`config.mk`:
```
export PLATFORM = sky130hd
export DESIGN_NAME = analog_output_slot_decoder
export DESIGN_NICKNAME = d
export VERILOG_FILES = /design/src/common/aout_slot_pkg.sv /design/src/verilog/sync_2ff.sv /design/src/verilog/analog_output_slot_decoder.sv
export VERILOG_INCLUDE_DIRS = /design/src /design/src/common
export SDC_FILE = /design/constraint.sdc
export NUM_CORES = 1
export LEC_CHECK = 0
export ABC_AREA = 1
export BUFFER_PORTS_ARGS = -buffer_cell sky130_fd_sc_hd__buf_4
export CORE_MARGIN = 3
export CORE_UTILIZATION = 48
export CTS_BUF_LIST = sky130_fd_sc_hd__clkbuf_2 sky130_fd_sc_hd__clkbuf_4 sky130_fd_sc_hd__clkbuf_8
export CTS_CLUSTER_DIAMETER = 100
export DETAILED_ROUTE_END_ITERATION = 8
export PLACE_DENSITY = 0.77
export SLEW_MARGIN = 15
export SYNTH_ARGS = -nofsm -noshare
export SYNTH_HDL_FRONTEND = slang
export SYNTH_SLANG_ARGS = --single-unit
```
`constraint.sdc`:
```
create_clock -name clk -period 3.8 [get_ports clk]
set_clock_uncertainty 0.05 [all_clocks]
set_input_delay 0.95 -clock clk [delete_from_list [all_inputs] [get_ports clk]]
set_output_delay 0.95 -clock clk [all_outputs]
set_load 0.02 [all_outputs]
```
`src/common/aout_slot_consts.svh`:
```
// constants of the analog output slot decoder
// Behaviour
// - The block base address comes from six switch positions, each carrying one binary weight.
// - The base address is the sum of the weights of all switch positions that are on.
// - Each channel owns a two-byte word, so eight channels fill sixteen consecutive bytes.
// - Only the base is set from outside; channel addresses are decoded inside from it.
// - Channel n, n from 0 to 7, sits at the base plus two times n modulo 256; with a base above 240 the upper channels wrap to address 0.
// - With enable checking on and the enable input off, no block access is acknowledged.
// - While disabled by the enable input, every output keeps its last written value.
// - Jumper fitted gates acknowledge with the enable input; jumper open always responds.
// - The output inhibit command is ignored; each channel holds until rewritten.
// - Decoding depends only on the switch setting, never on the slot position.
`ifndef AOUT_SLOT_CONSTS_SVH
`define AOUT_SLOT_CONSTS_SVH

`define CHAN_COUNT        8
`define CHAN_BITS         3
`define WORD_BITS         16
`define BLOCK_BYTES       8'h10
`define SWITCH_POS        6
`define SWITCH_LSB_WEIGHT 2
`define BP_ADDR_BITS      8
`define AXI_ADDR_BITS     12
`define IDX_BITS          10
`define BP_IDX_LIMIT      10'h100
`define STATUS_IDX        10'h100
`define ST_BASE_LSB       0
`define ST_ENABLE_BIT     8
`define ST_JUMPER_BIT     9
`define ST_GATED_BIT      10
`define RESP_OKAY         2'h0
`define RESP_DECERR       2'h3
`define CHAN_RESET        16'h0000

`endif

```
`src/common/aout_slot_pkg.sv`:
```
// types of the analog output slot decoder
package aout_slot_pkg;
	typedef logic [15:0] chanWord_t;

	typedef struct packed {
		logic       hit;
		logic [2:0] chan;
		logic       oddByte;
		logic       status;
	} decode_t;

	typedef struct packed {
		logic       gated;
		logic       jumperOpen;
		logic       enable;
		logic [7:0] base;
	} status_t;

	typedef enum {WR_COLLECT, WR_RESP} wrState_t;
	typedef enum {RD_COLLECT, RD_RESP} rdState_t;
endpackage

```
`src/verilog/sync_2ff.sv`:
```
// two flip-flop synchroniser for pin levels
`timescale 1ns/10ps
module sync_2ff #(
	parameter int WIDTH = 8
) (
	input  wire logic             clk,  // system clock
	input  wire logic             srst, // synchronous reset
	input  wire logic [WIDTH-1:0] d,    // asynchronous level
	output logic      [WIDTH-1:0] q     // synchronised level
);
	logic [WIDTH-1:0] stage1_reg;

	always_ff @(posedge clk) begin
		if (srst) begin
			stage1_reg <= '0;
			q          <= '0;
		end else begin
			stage1_reg <= d;
			q          <= stage1_reg;
		end
	end
endmodule

```
`src/verilog/analog_output_slot_decoder.sv`:
```
// axi4-lite front end of the eight channel analog output block
//
// Added by the designer: the AXI4-Lite interface to the registers and the placing of the registers.
`timescale 1ns/10ps
`include "aout_slot_consts.svh"
module analog_output_slot_decoder
	import aout_slot_pkg::*;
#(
	parameter int CHANNELS = `CHAN_COUNT
) (
	input  wire logic        clk,                  // 50 mhz clock
	input  wire logic        srst,                 // synchronous reset, high
	input  wire logic [5:0]  addressSwitchBit,     // rocker levels, 1 = on
	input  wire logic        enableIn,             // external enable, 1 = powered
	input  wire logic        jumperOpen,           // 1 = enable jumper removed
	input  wire logic        outputInhibitCommand, // backplane inhibit, unused
	input  wire logic [11:0] s_axi_awaddr,         // write address
	input  wire logic        s_axi_awvalid,        // write address valid
	output logic             s_axi_awready,        // write address ready
	input  wire logic [31:0] s_axi_wdata,          // write data
	input  wire logic [3:0]  s_axi_wstrb,          // write strobes
	input  wire logic        s_axi_wvalid,         // write data valid
	output logic             s_axi_wready,         // write data ready
	output logic [1:0]       s_axi_bresp,          // write response
	output logic             s_axi_bvalid,         // write response valid
	input  wire logic        s_axi_bready,         // write response ready
	input  wire logic [11:0] s_axi_araddr,         // read address
	input  wire logic        s_axi_arvalid,        // read address valid
	output logic             s_axi_arready,        // read address ready
	output logic [31:0]      s_axi_rdata,          // read data
	output logic [1:0]       s_axi_rresp,          // read response
	output logic             s_axi_rvalid,         // read data valid
	input  wire logic        s_axi_rready,         // read data ready
	output chanWord_t        analogOut [CHANNELS], // held channel words
	output logic             gateClosed            // block accesses currently refused; status still answered
);

	logic [7:0]     pinSync;
	logic [5:0]     switchSync;
	logic           enableSync;
	logic           jumperSync;
	logic [7:0]     baseAddr;
	status_t        status;
	chanWord_t      chan_reg [CHANNELS];
	wrState_t       wrState_reg;
	rdState_t       rdState_reg;
	logic           awHave_reg;
	logic           wHave_reg;
	logic           arHave_reg;
	logic [9:0]     awIdx_reg;
	logic [9:0]     arIdx_reg;
	logic [7:0]     wByte_reg;
	logic           wLane_reg;
	decode_t        wrDec;
	decode_t        rdDec;
	logic           wrBlocked;
	logic           rdBlocked;
	logic           wrFire;
	logic           rdFire;
	logic [1:0]     bresp_reg;
	logic [1:0]     rresp_reg;
	logic [31:0]    rdata_reg;
	logic [CHANNELS*16-1:0] chanFlat;

	// inhibit is deliberately left unread: a channel keeps its word through it
	logic inhibitIgnored;
	assign inhibitIgnored = outputInhibitCommand & 1'b0;

	sync_2ff #(
		.WIDTH(8)
	) pinSyncU (
		.clk (clk),
		.srst(srst),
		.d   ({jumperOpen, enableIn, addressSwitchBit}),
		.q   (pinSync)
	);

	assign switchSync = pinSync[5:0];
	assign enableSync = pinSync[6];
	assign jumperSync = pinSync[7];

	// sum of on-rocker weights, lowest rocker weighs 2**SWITCH_LSB_WEIGHT
	function automatic logic [7:0] switch_base(input logic [5:0] sw);
		logic [7:0] sum;
		sum = 8'h00;
		for (int i = 0; i < `SWITCH_POS; i++) begin
			if (sw[i]) begin
				sum = sum + 8'((1 << (i + `SWITCH_LSB_WEIGHT)));
			end
		end
		return sum;
	endfunction

	assign baseAddr = switch_base(switchSync);

	// slot position never enters here, only the switch base
	function automatic decode_t decode(input logic [9:0] idx, input logic [7:0] base);
		decode_t    d;
		logic [7:0] off;
		d       = '0;
		off     = idx[7:0] - base;
		d.hit   = (idx < `BP_IDX_LIMIT) && (off < `BLOCK_BYTES);
		d.chan  = off[3:1];
		d.oddByte = off[0];
		d.status  = (idx == `STATUS_IDX);
		return d;
	endfunction

	assign wrDec = decode(awIdx_reg, baseAddr);
	assign rdDec = decode(arIdx_reg, baseAddr);

	// jumper open forces the gate open whatever the enable pin says
	assign gateClosed = !jumperSync && !enableSync;

	// a refused block access just waits: no response, the master times out
	assign wrBlocked = wrDec.hit && gateClosed;
	assign rdBlocked = rdDec.hit && gateClosed;

	assign wrFire = (wrState_reg == WR_COLLECT) && awHave_reg && wHave_reg && !wrBlocked;
	assign rdFire = (rdState_reg == RD_COLLECT) && arHave_reg && !rdBlocked;

	assign s_axi_awready = (wrState_reg == WR_COLLECT) && !awHave_reg;
	assign s_axi_wready  = (wrState_reg == WR_COLLECT) && !wHave_reg;
	assign s_axi_arready = (rdState_reg == RD_COLLECT) && !arHave_reg;
	assign s_axi_bvalid  = (wrState_reg == WR_RESP);
	assign s_axi_rvalid  = (rdState_reg == RD_RESP);
	assign s_axi_bresp   = bresp_reg;
	assign s_axi_rresp   = rresp_reg;
	assign s_axi_rdata   = rdata_reg;

	always_ff @(posedge clk) begin
		if (srst) begin
			awHave_reg <= 1'b0;
			awIdx_reg  <= '0;
		end else if (s_axi_awvalid && s_axi_awready) begin
			awHave_reg <= 1'b1;
			awIdx_reg  <= s_axi_awaddr[11:2];
		end else if (wrFire) begin
			awHave_reg <= 1'b0;
		end
	end

	// only byte lane 0 carries data; an unstrobed lane leaves the half alone
	always_ff @(posedge clk) begin
		if (srst) begin
			wHave_reg <= 1'b0;
			wByte_reg <= '0;
			wLane_reg <= 1'b0;
		end else if (s_axi_wvalid && s_axi_wready) begin
			wHave_reg <= 1'b1;
			wByte_reg <= s_axi_wdata[7:0];
			wLane_reg <= s_axi_wstrb[0];
		end else if (wrFire) begin
			wHave_reg <= 1'b0;
		end
	end

	always_ff @(posedge clk) begin
		if (srst) begin
			wrState_reg <= WR_COLLECT;
			bresp_reg   <= `RESP_OKAY;
		end else begin
			unique case (wrState_reg)
				WR_COLLECT: begin
					if (wrFire) begin
						wrState_reg <= WR_RESP;
						bresp_reg   <= (wrDec.hit || wrDec.status) ? `RESP_OKAY : `RESP_DECERR;
					end
				end
				WR_RESP: begin
					if (s_axi_bready) begin
						wrState_reg <= WR_COLLECT;
					end
				end
			endcase
		end
	end

	// even byte is the high half, odd byte the low half
	generate
		for (genvar n = 0; n < CHANNELS; n++) begin : chanGen
			always_ff @(posedge clk) begin
				if (srst) begin
					chan_reg[n] <= `CHAN_RESET;
				end else if (wrFire && wrDec.hit && wLane_reg && wrDec.chan == n) begin
					if (wrDec.oddByte) begin
						chan_reg[n][7:0] <= wByte_reg;
					end else begin
						chan_reg[n][15:8] <= wByte_reg;
					end
				end
			end
			assign analogOut[n] = chan_reg[n];
			assign chanFlat[n*16 +: 16] = chan_reg[n];
		end
	endgenerate

	assign status.gated      = gateClosed;
	assign status.jumperOpen = jumperSync;
	assign status.enable     = enableSync;
	assign status.base       = baseAddr;

	always_ff @(posedge clk) begin
		if (srst) begin
			arHave_reg <= 1'b0;
			arIdx_reg  <= '0;
		end else if (s_axi_arvalid && s_axi_arready) begin
			arHave_reg <= 1'b1;
			arIdx_reg  <= s_axi_araddr[11:2];
		end else if (rdFire) begin
			arHave_reg <= 1'b0;
		end
	end

	always_ff @(posedge clk) begin
		if (srst) begin
			rdState_reg <= RD_COLLECT;
			rresp_reg   <= `RESP_OKAY;
			rdata_reg   <= '0;
		end else begin
			unique case (rdState_reg)
				RD_COLLECT: begin
					if (rdFire) begin
						rdState_reg <= RD_RESP;
						rresp_reg   <= `RESP_OKAY;
						if (rdDec.hit) begin
							rdata_reg <= {24'h000000, rdDec.oddByte ?
								chan_reg[rdDec.chan][7:0] : chan_reg[rdDec.chan][15:8]};
						end else if (rdDec.status) begin
							rdata_reg <= {21'h000000, status};
						end else begin
							rdata_reg <= '0;
							rresp_reg <= `RESP_DECERR;
						end
					end
				end
				RD_RESP: begin
					if (s_axi_rready) begin
						rdState_reg <= RD_COLLECT;
					end
				end
			endcase
		end
	end
endmodule

```
==> results of run 1 <==
kinds of logic (layout without fill, tap and decap cells):
group | Yosys count | after routing | share of synthesized area (%)
other cells | 1 | 21 | 0.04187
compound gates | 167 | 167 | 10.22
simple gates | 477 | 477 | 23.02
buf+inv | 154 | 313 | 7.585
flops | 191 | 191 | 56.99
fa+ha+maj | 12 | 12 | 1.844
xor+xnor | 3 | 3 | 0.2934
Yosys cell counts, types with 3 or more instances:
| cell type | n | area, µm² |
|---|---|---|
| a21oi_1 | 53 | 265.3 |
| buf_1 | 3 | 11.26 |
| buf_2 | 9 | 45.04 |
| buf_4 | 23 | 172.7 |
| clkbuf_1 | 36 | 135.1 |
| clkinv_1 | 11 | 41.29 |
| dfxtp_1 | 63 | 1261 |
| edfxtp_1 | 128 | 3844 |
| ha_1 | 10 | 125.1 |
| inv_1 | 69 | 259.0 |
| nand2_1 | 133 | 499.2 |
| nand2_2 | 3 | 18.77 |
| nand3_1 | 37 | 185.2 |
| nand3_2 | 12 | 120.1 |
| nand4_1 | 7 | 43.79 |
| nor2_1 | 263 | 987.2 |
| nor2_4 | 7 | 78.83 |
| nor3_1 | 5 | 25.02 |
| o211ai_1 | 22 | 165.2 |
| o21ai_0 | 84 | 420.4 |
| xor2_1 | 3 | 26.28 |
worst paths after layout:
kind,from,slack [ns],endpoint,cells past startpoint
worst max-delay path,pinSyncU.q[0],0.71,chan_reg[7][0],12
worst min-delay path,pinSyncU.stage1_reg[5],0.35,pinSyncU.q[5],2
worst max register to register,pinSyncU.q[0],0.71,chan_reg[7][0],12
worst min register to register,pinSyncU.stage1_reg[5],0.35,pinSyncU.q[5],2
per-layer routing:
| metal | global-route usage [%] | part of all wire, % |
|---|---|---|
| met5 | 0 | 0 |
| met4 | 9.055 | 2.9 |
| met2 | 42.14 | 49 |
| met3 | 4.066 | 9.3 |
| met1 | 32.32 | 38 |
metrics by stage:
stage               util (%)  power (mW)
floorplan                  -       3.078
global route           59.89       5.021
global placement       57.54       3.400
detailed placement     57.54       3.417
finish                 59.89       4.836
CTS                    59.89       4.829
power groups by stage:
stage | sequential [mW] | clock [mW] | combinational (mW)
2_1_floorplan | 2.50 | 0 | 0.578
3_3_place_gp | 2.46 | 0 | 0.943
3_5_place_dp | 2.46 | 0 | 0.958
4_1_cts | 2.41 | 1.45 | 0.966
5_1_grt | 2.43 | 1.53 | 1.06
6_report | 2.41 | 1.45 | 0.973
area by class of cell:
| cell class | count | share of cell area (%) |
|---|---|---|
| Multi-Input combinational cell | 680 | 29.88 |
| Timing Repair Buffer | 199 | 13.74 |
| Clock buffer | 17 | 2.153 |
| Clock inverter | 15 | 1.773 |
| Sequential cell | 191 | 46.98 |
| Inverter | 82 | 2.832 |
| Tap cell | 229 | 2.636 |
cells in the final DEF, fill, tap and decap left out, drive strengths merged, types with 14 or more instances in the layout:
| master | n |
|---|---|
| nor2 | 271 |
| buf | 199 |
| nand2 | 136 |
| edfxtp | 128 |
| o21ai | 84 |
| inv | 80 |
| dfxtp | 63 |
| a21oi | 53 |
| nand3 | 51 |
| o211ai | 22 |
| conb | 21 |
| clkbuf | 17 |
| clkinv | 14 |
worst max-delay path, stage by stage (launching register included):
cell and delay [ns]:
dfxtp_1 0.45, ha_1 0.18, inv_1 0.07, fa_1 0.41, nand3_1 0.12, nand4_1 0.09
nand2_1 0.09, nand3_1 0.12, nor2_2 0.18, nand4_4 0.27, nor2_4 0.27, nand2_1 0.09
nand2_1 0.36
==> impl_metrics.py, run 1 <==
metrics = {
    "drt": {
        "via_count": 7763,
        "totalWireLength_um": 25880,
        "wire_per_inst_um": 18.32,
        "dr.pass1.iters": 5,
        "drc": 0,
        "drtIter0Drc": 800,
        "ant_nets": 0,
        "drt-vias-per-instance": 5.494,
    },
    "worst_setup_path": {
        "required_ns": 3.89,
        "cp_data_arrival_time_ns": 3.18,
        "startpoint_type": "flip-flop",
        "critPathMaxFanout": 8,
        "crit_type": "reg2reg",
        "end_kind": "flip-flop",
    },
    "clock_tree": {
        "cts_setup_buffers": 0,
        "worstSkewPairLatency_ns": 0.48,
        "clock-root-buffer": "clkbuf_8",
        "ctsResizeCount": 0,
        "hold_buffers": 0,
        "cts_sinks": 191,
        "clk_pin_slew_ns": 0.10,
        "clockBufferDepth": 2,
        "cts_max_level": 4,
        "numCtsBuffers": 17,
        "cts_tree": "done",
    },
    "finish": {
        "n_antenna_cell": 0,
        "register_area_um2": 5106,
        "syn_to_final_growth_pct": 21.34,
        "largest_reg_flops": 128,
        "fillers": 1570,
        "final_cells": 1413,
        "nets": 1259,
        "stdcell_area_um2": 10870,
        "multiInputGateArea_um2": 3248,
        "final_layout_size_suffix_gt1_share_pct": 22.04,
    },
    "status": {
        "status": "completed",
    },
    "timing": {
        "setup-tns-final_ns": 0,
        "slew_viol_final": 0,
        "worst_slew_pin_slew_ns": 0.8194,
        "slew_headroom_pct": 45.38,
        "fmax_mhz": 323.3,
        "finalHoldViolCount": 0,
        "rsz0062_at_grt": "false",
        "fin_crit_sh_pct": 81.41,
        "setup_ws_ns": 0.7065,
        "holdWs_ns": 0.3548,
        "setup_violations": 0,
        "finalCriticalPeriod_ns": 3.093,
    },
    "floorplanning": {
        "chipHeight_um": 142.6,
        "core_um2": 18150,
        "start_util_pct": 49.36,
        "pin_count": 246,
        "dieArea_um2": 20340,
        "die_w_um": 142.6,
        "rows": 49,
    },
    "logic_synthesis": {
        "postSynthCellCount": 1005,
        "synthArstFlopShare_pct": 0,
        "ys_ff_latch": 191,
        "synth_edf_count": 128,
        "ys.warnings.count": 0,
        "ys.flop_type": "edfxtp_1",
        "syn_area_per_cell_um2": 8.913,
        "ys_types": 38,
        "ys_seq_area_share_pct": 56.99,
        "netlist_area_um2": 8957,
    },
    "power": {
        "internal_power_mw": 3.309,
        "seqPwrFrac_pct": 49.9,
        "clock_power_share_pct": 30.0,
        "power.switching_mw": 1.527,
        "switching_share_pct": 31.58,
        "p_leak_nw": 4.579,
        "cellPowerDensity_nw_per_um2": 444.9,
        "ir_drop_mv": 0.2864,
        "pwr-share-comb_pct": 20.1,
    },
    "place": {
        "placed_cell_area_um2": 10440,
        "dpl.cell_count": 1381,
        "portBuffers": 192,
        "gp_congestion": 0.9020,
        "dp_hpwl_um": 18930,
        "place_ws_ns": 0.7852,
    },
    "grt": {
        "grt_pass1_wl_um": 38640,
        "grt_pass1_vias": 7105,
        "gr-total-overflow": 0,
        "track_usage_pct": 24.87,
        "grt_max_degree": 43,
        "antenna_found_initial": 0,
    },
    "job": {
        "cap_violations": 0,
    },
    "worst_hold_path": {
        "hp-class": "reg2reg",
    },
}
Note: power is estimated with default switching activity, not from simulation.
==> run 2, diff against run 1 <==
==> constraint.sdc (replaced) <==
create_clock -name clk -period 2.85 [get_ports clk]
set_clock_uncertainty 0.05 [all_clocks]
set_input_delay 0.7125 -clock clk [delete_from_list [all_inputs] [get_ports clk]]
set_output_delay 0.7125 -clock clk [all_outputs]
set_load 0.02 [all_outputs]
==> run 2 against run 1 <==
  * Global-route usage down 0.31 points
  * Largest cell class unchanged
  * Critical path depth rose by 2
  * Non-clock buffer count grew 23
  * Critical endpoint is now chan_reg[1][14]
==> impl_metrics.py, run 2 (synthesis results as in run 1) <==
metrics = {
    "clock_tree": {
        "cts_max_level": 4,
        "worstSkewPairLatency_ns": 0.47,
        "cts_tree": "done",
        "cts_sinks": 191,
        "clk_pin_slew_ns": 0.10,
        "cts_setup_buffers": 0,
        "numCtsBuffers": 17,
        "clockBufferDepth": 2,
        "clock-root-buffer": "clkbuf_8",
    },
    "finish": {
        "final_layout_size_suffix_gt1_share_pct": 23.78,
        "final_common_cell": "nor2_1",
        "largest_reg_flops": 128,
        "syn_to_final_growth_pct": 25.98,
        "nets": 1282,
        "stdcell_area_um2": 11280,
        "final_cell_mix": "263 x nor2_1, 205 x buf_4, 131 x nand2_1",
        "final_cells": 1436,
        "n_antenna_cell": 0,
    },
    "timing": {
        "worst_slew_pin_slew_ns": 0.6915,
        "finalCriticalPeriod_ns": 2.646,
        "slew_viol_final": 0,
        "fin_crit_sh_pct": 92.85,
        "slew_headroom_pct": 53.62,
        "setup-tns-final_ns": 0,
        "fmax_mhz": 377.9,
        "finalHoldViolCount": 0,
        "rsz0062_at_grt": "false",
        "holdWs_ns": 0.3545,
        "setup_violations": 0,
    },
    "floorplanning": {
        "start_util_pct": 49.36,
        "dieArea_um2": 20340,
        "rows": 49,
        "die_w_um": 142.6,
        "chipHeight_um": 142.6,
        "pin_count": 246,
        "core_um2": 18150,
    },
    "worst_setup_path": {
        "startpoint_type": "flip-flop",
        "cp_top_family": "simple AND/OR/NAND/NOR gates",
        "crit_chain": "inv_1, ha_1, inv_1, fa_1, xor2_1, nor2_1, nand3_1, nor2_2, nand4_4, buf_12, nor2_4, nand2_1, nand2_1, buf_12",
        "cpMaxStageDelayCell": "fa_1",
        "ff2ff_path_depth": 14,
        "cp.depth": 14,
        "end_kind": "flip-flop",
        "required_ns": 2.99,
        "cp_data_arrival_time_ns": 2.79,
        "critPathMaxStageDelay_ns": 0.40,
        "crit_buf_inv": 4,
        "critPathMaxFanout": 8,
        "crit_type": "reg2reg",
    },
    "grt": {
        "gr-total-overflow": 0,
        "antenna_found_initial": 1,
        "grt_max_degree": 49,
        "grt_pass1_wl_um": 38110,
        "track_usage_pct": 24.56,
        "grt_pass1_vias": 7247,
    },
    "drt": {
        "drtIter0Drc": 731,
        "ant_nets": 0,
        "drt-vias-per-instance": 5.421,
        "dr.pass1.iters": 5,
        "via_count": 7785,
        "wire_per_inst_um": 17.83,
        "drc": 0,
        "totalWireLength_um": 25610,
    },
    "place": {
        "dpl.cell_count": 1404,
        "placed_cell_area_um2": 10830,
        "dp_hpwl_um": 18910,
        "portBuffers": 192,
        "gp_congestion": 0.9381,
    },
    "worst_hold_path": {
        "hp-class": "reg2reg",
        "hold_depth": 2,
    },
    "power": {
        "p_leak_nw": 4.783,
        "ir_drop_mv": 0.3134,
        "cellPowerDensity_nw_per_um2": 580.6,
        "total_power_mw": 6.552,
    },
    "status": {
        "status": "completed",
    },
    "job": {
        "cap_violations": 0,
    },
}
## run 2: what timing repair did
item | CTS | global route
endpoints found under the setup margin | 0 | 16
hold buffers | 0 | 0
resized for setup | 0 | 2
## run 2: cell type report
type,count,area (µm²)
inverter,82,307.8
timing repair buffer,222,1879
sequential,191,5106
fill,1526,6863
multi-input combinational,680,3253
clock buffer,21,289.0
tap,229,286.5
clock inverter,11,162.7
## run 2: worst paths after layout
check / from / endpoint / slack (ns)
max: awIdx_reg[2] / chan_reg[1][14] / 0.20
min: pinSyncU.stage1_reg[5] / pinSyncU.q[5] / 0.35
max reg2reg: awIdx_reg[2] / chan_reg[1][14] / 0.20
min reg2reg: pinSyncU.stage1_reg[5] / pinSyncU.q[5] / 0.35
## run 2: routing by layer
metal	wire [µm]	up-vias	track usage, %
met4	650	2	9.005
li1	-	3664	-
met2	12680	402	41.84
met1	9931	3662	31.16
met5	13	-	0
met3	2331	55	4.839
## run 2: stage by stage
stage / setup slack, ns / utilization [%]
floorplan: 0.3052 / -
global placement: 0.2141 / 59.67
detailed placement: 0.1633 / 59.67
CTS: 0.1492 / 62.16
global route: 0.05271 / 62.18
finish: 0.2036 / 62.18
## run 2: worst register-to-register path, stage by stage, from the launching register on
cell     delay, ns
dfxtp_1       0.32
inv_1         0.07
ha_1          0.13
inv_1         0.05
fa_1          0.40
xor2_1        0.18
nor2_1        0.09
nand3_1       0.12
nor2_2        0.16
nand4_4       0.11
buf_12        0.17
nor2_4        0.15
nand2_1       0.07
nand2_1       0.13
buf_12        0.15
## run 2: power by group
part | switching (mW) | internal (mW) | total, mW
combinational | 0.898 | 0.477 | 1.38
clock | 0.961 | 1.02 | 1.98
sequential | 0.110 | 3.09 | 3.20
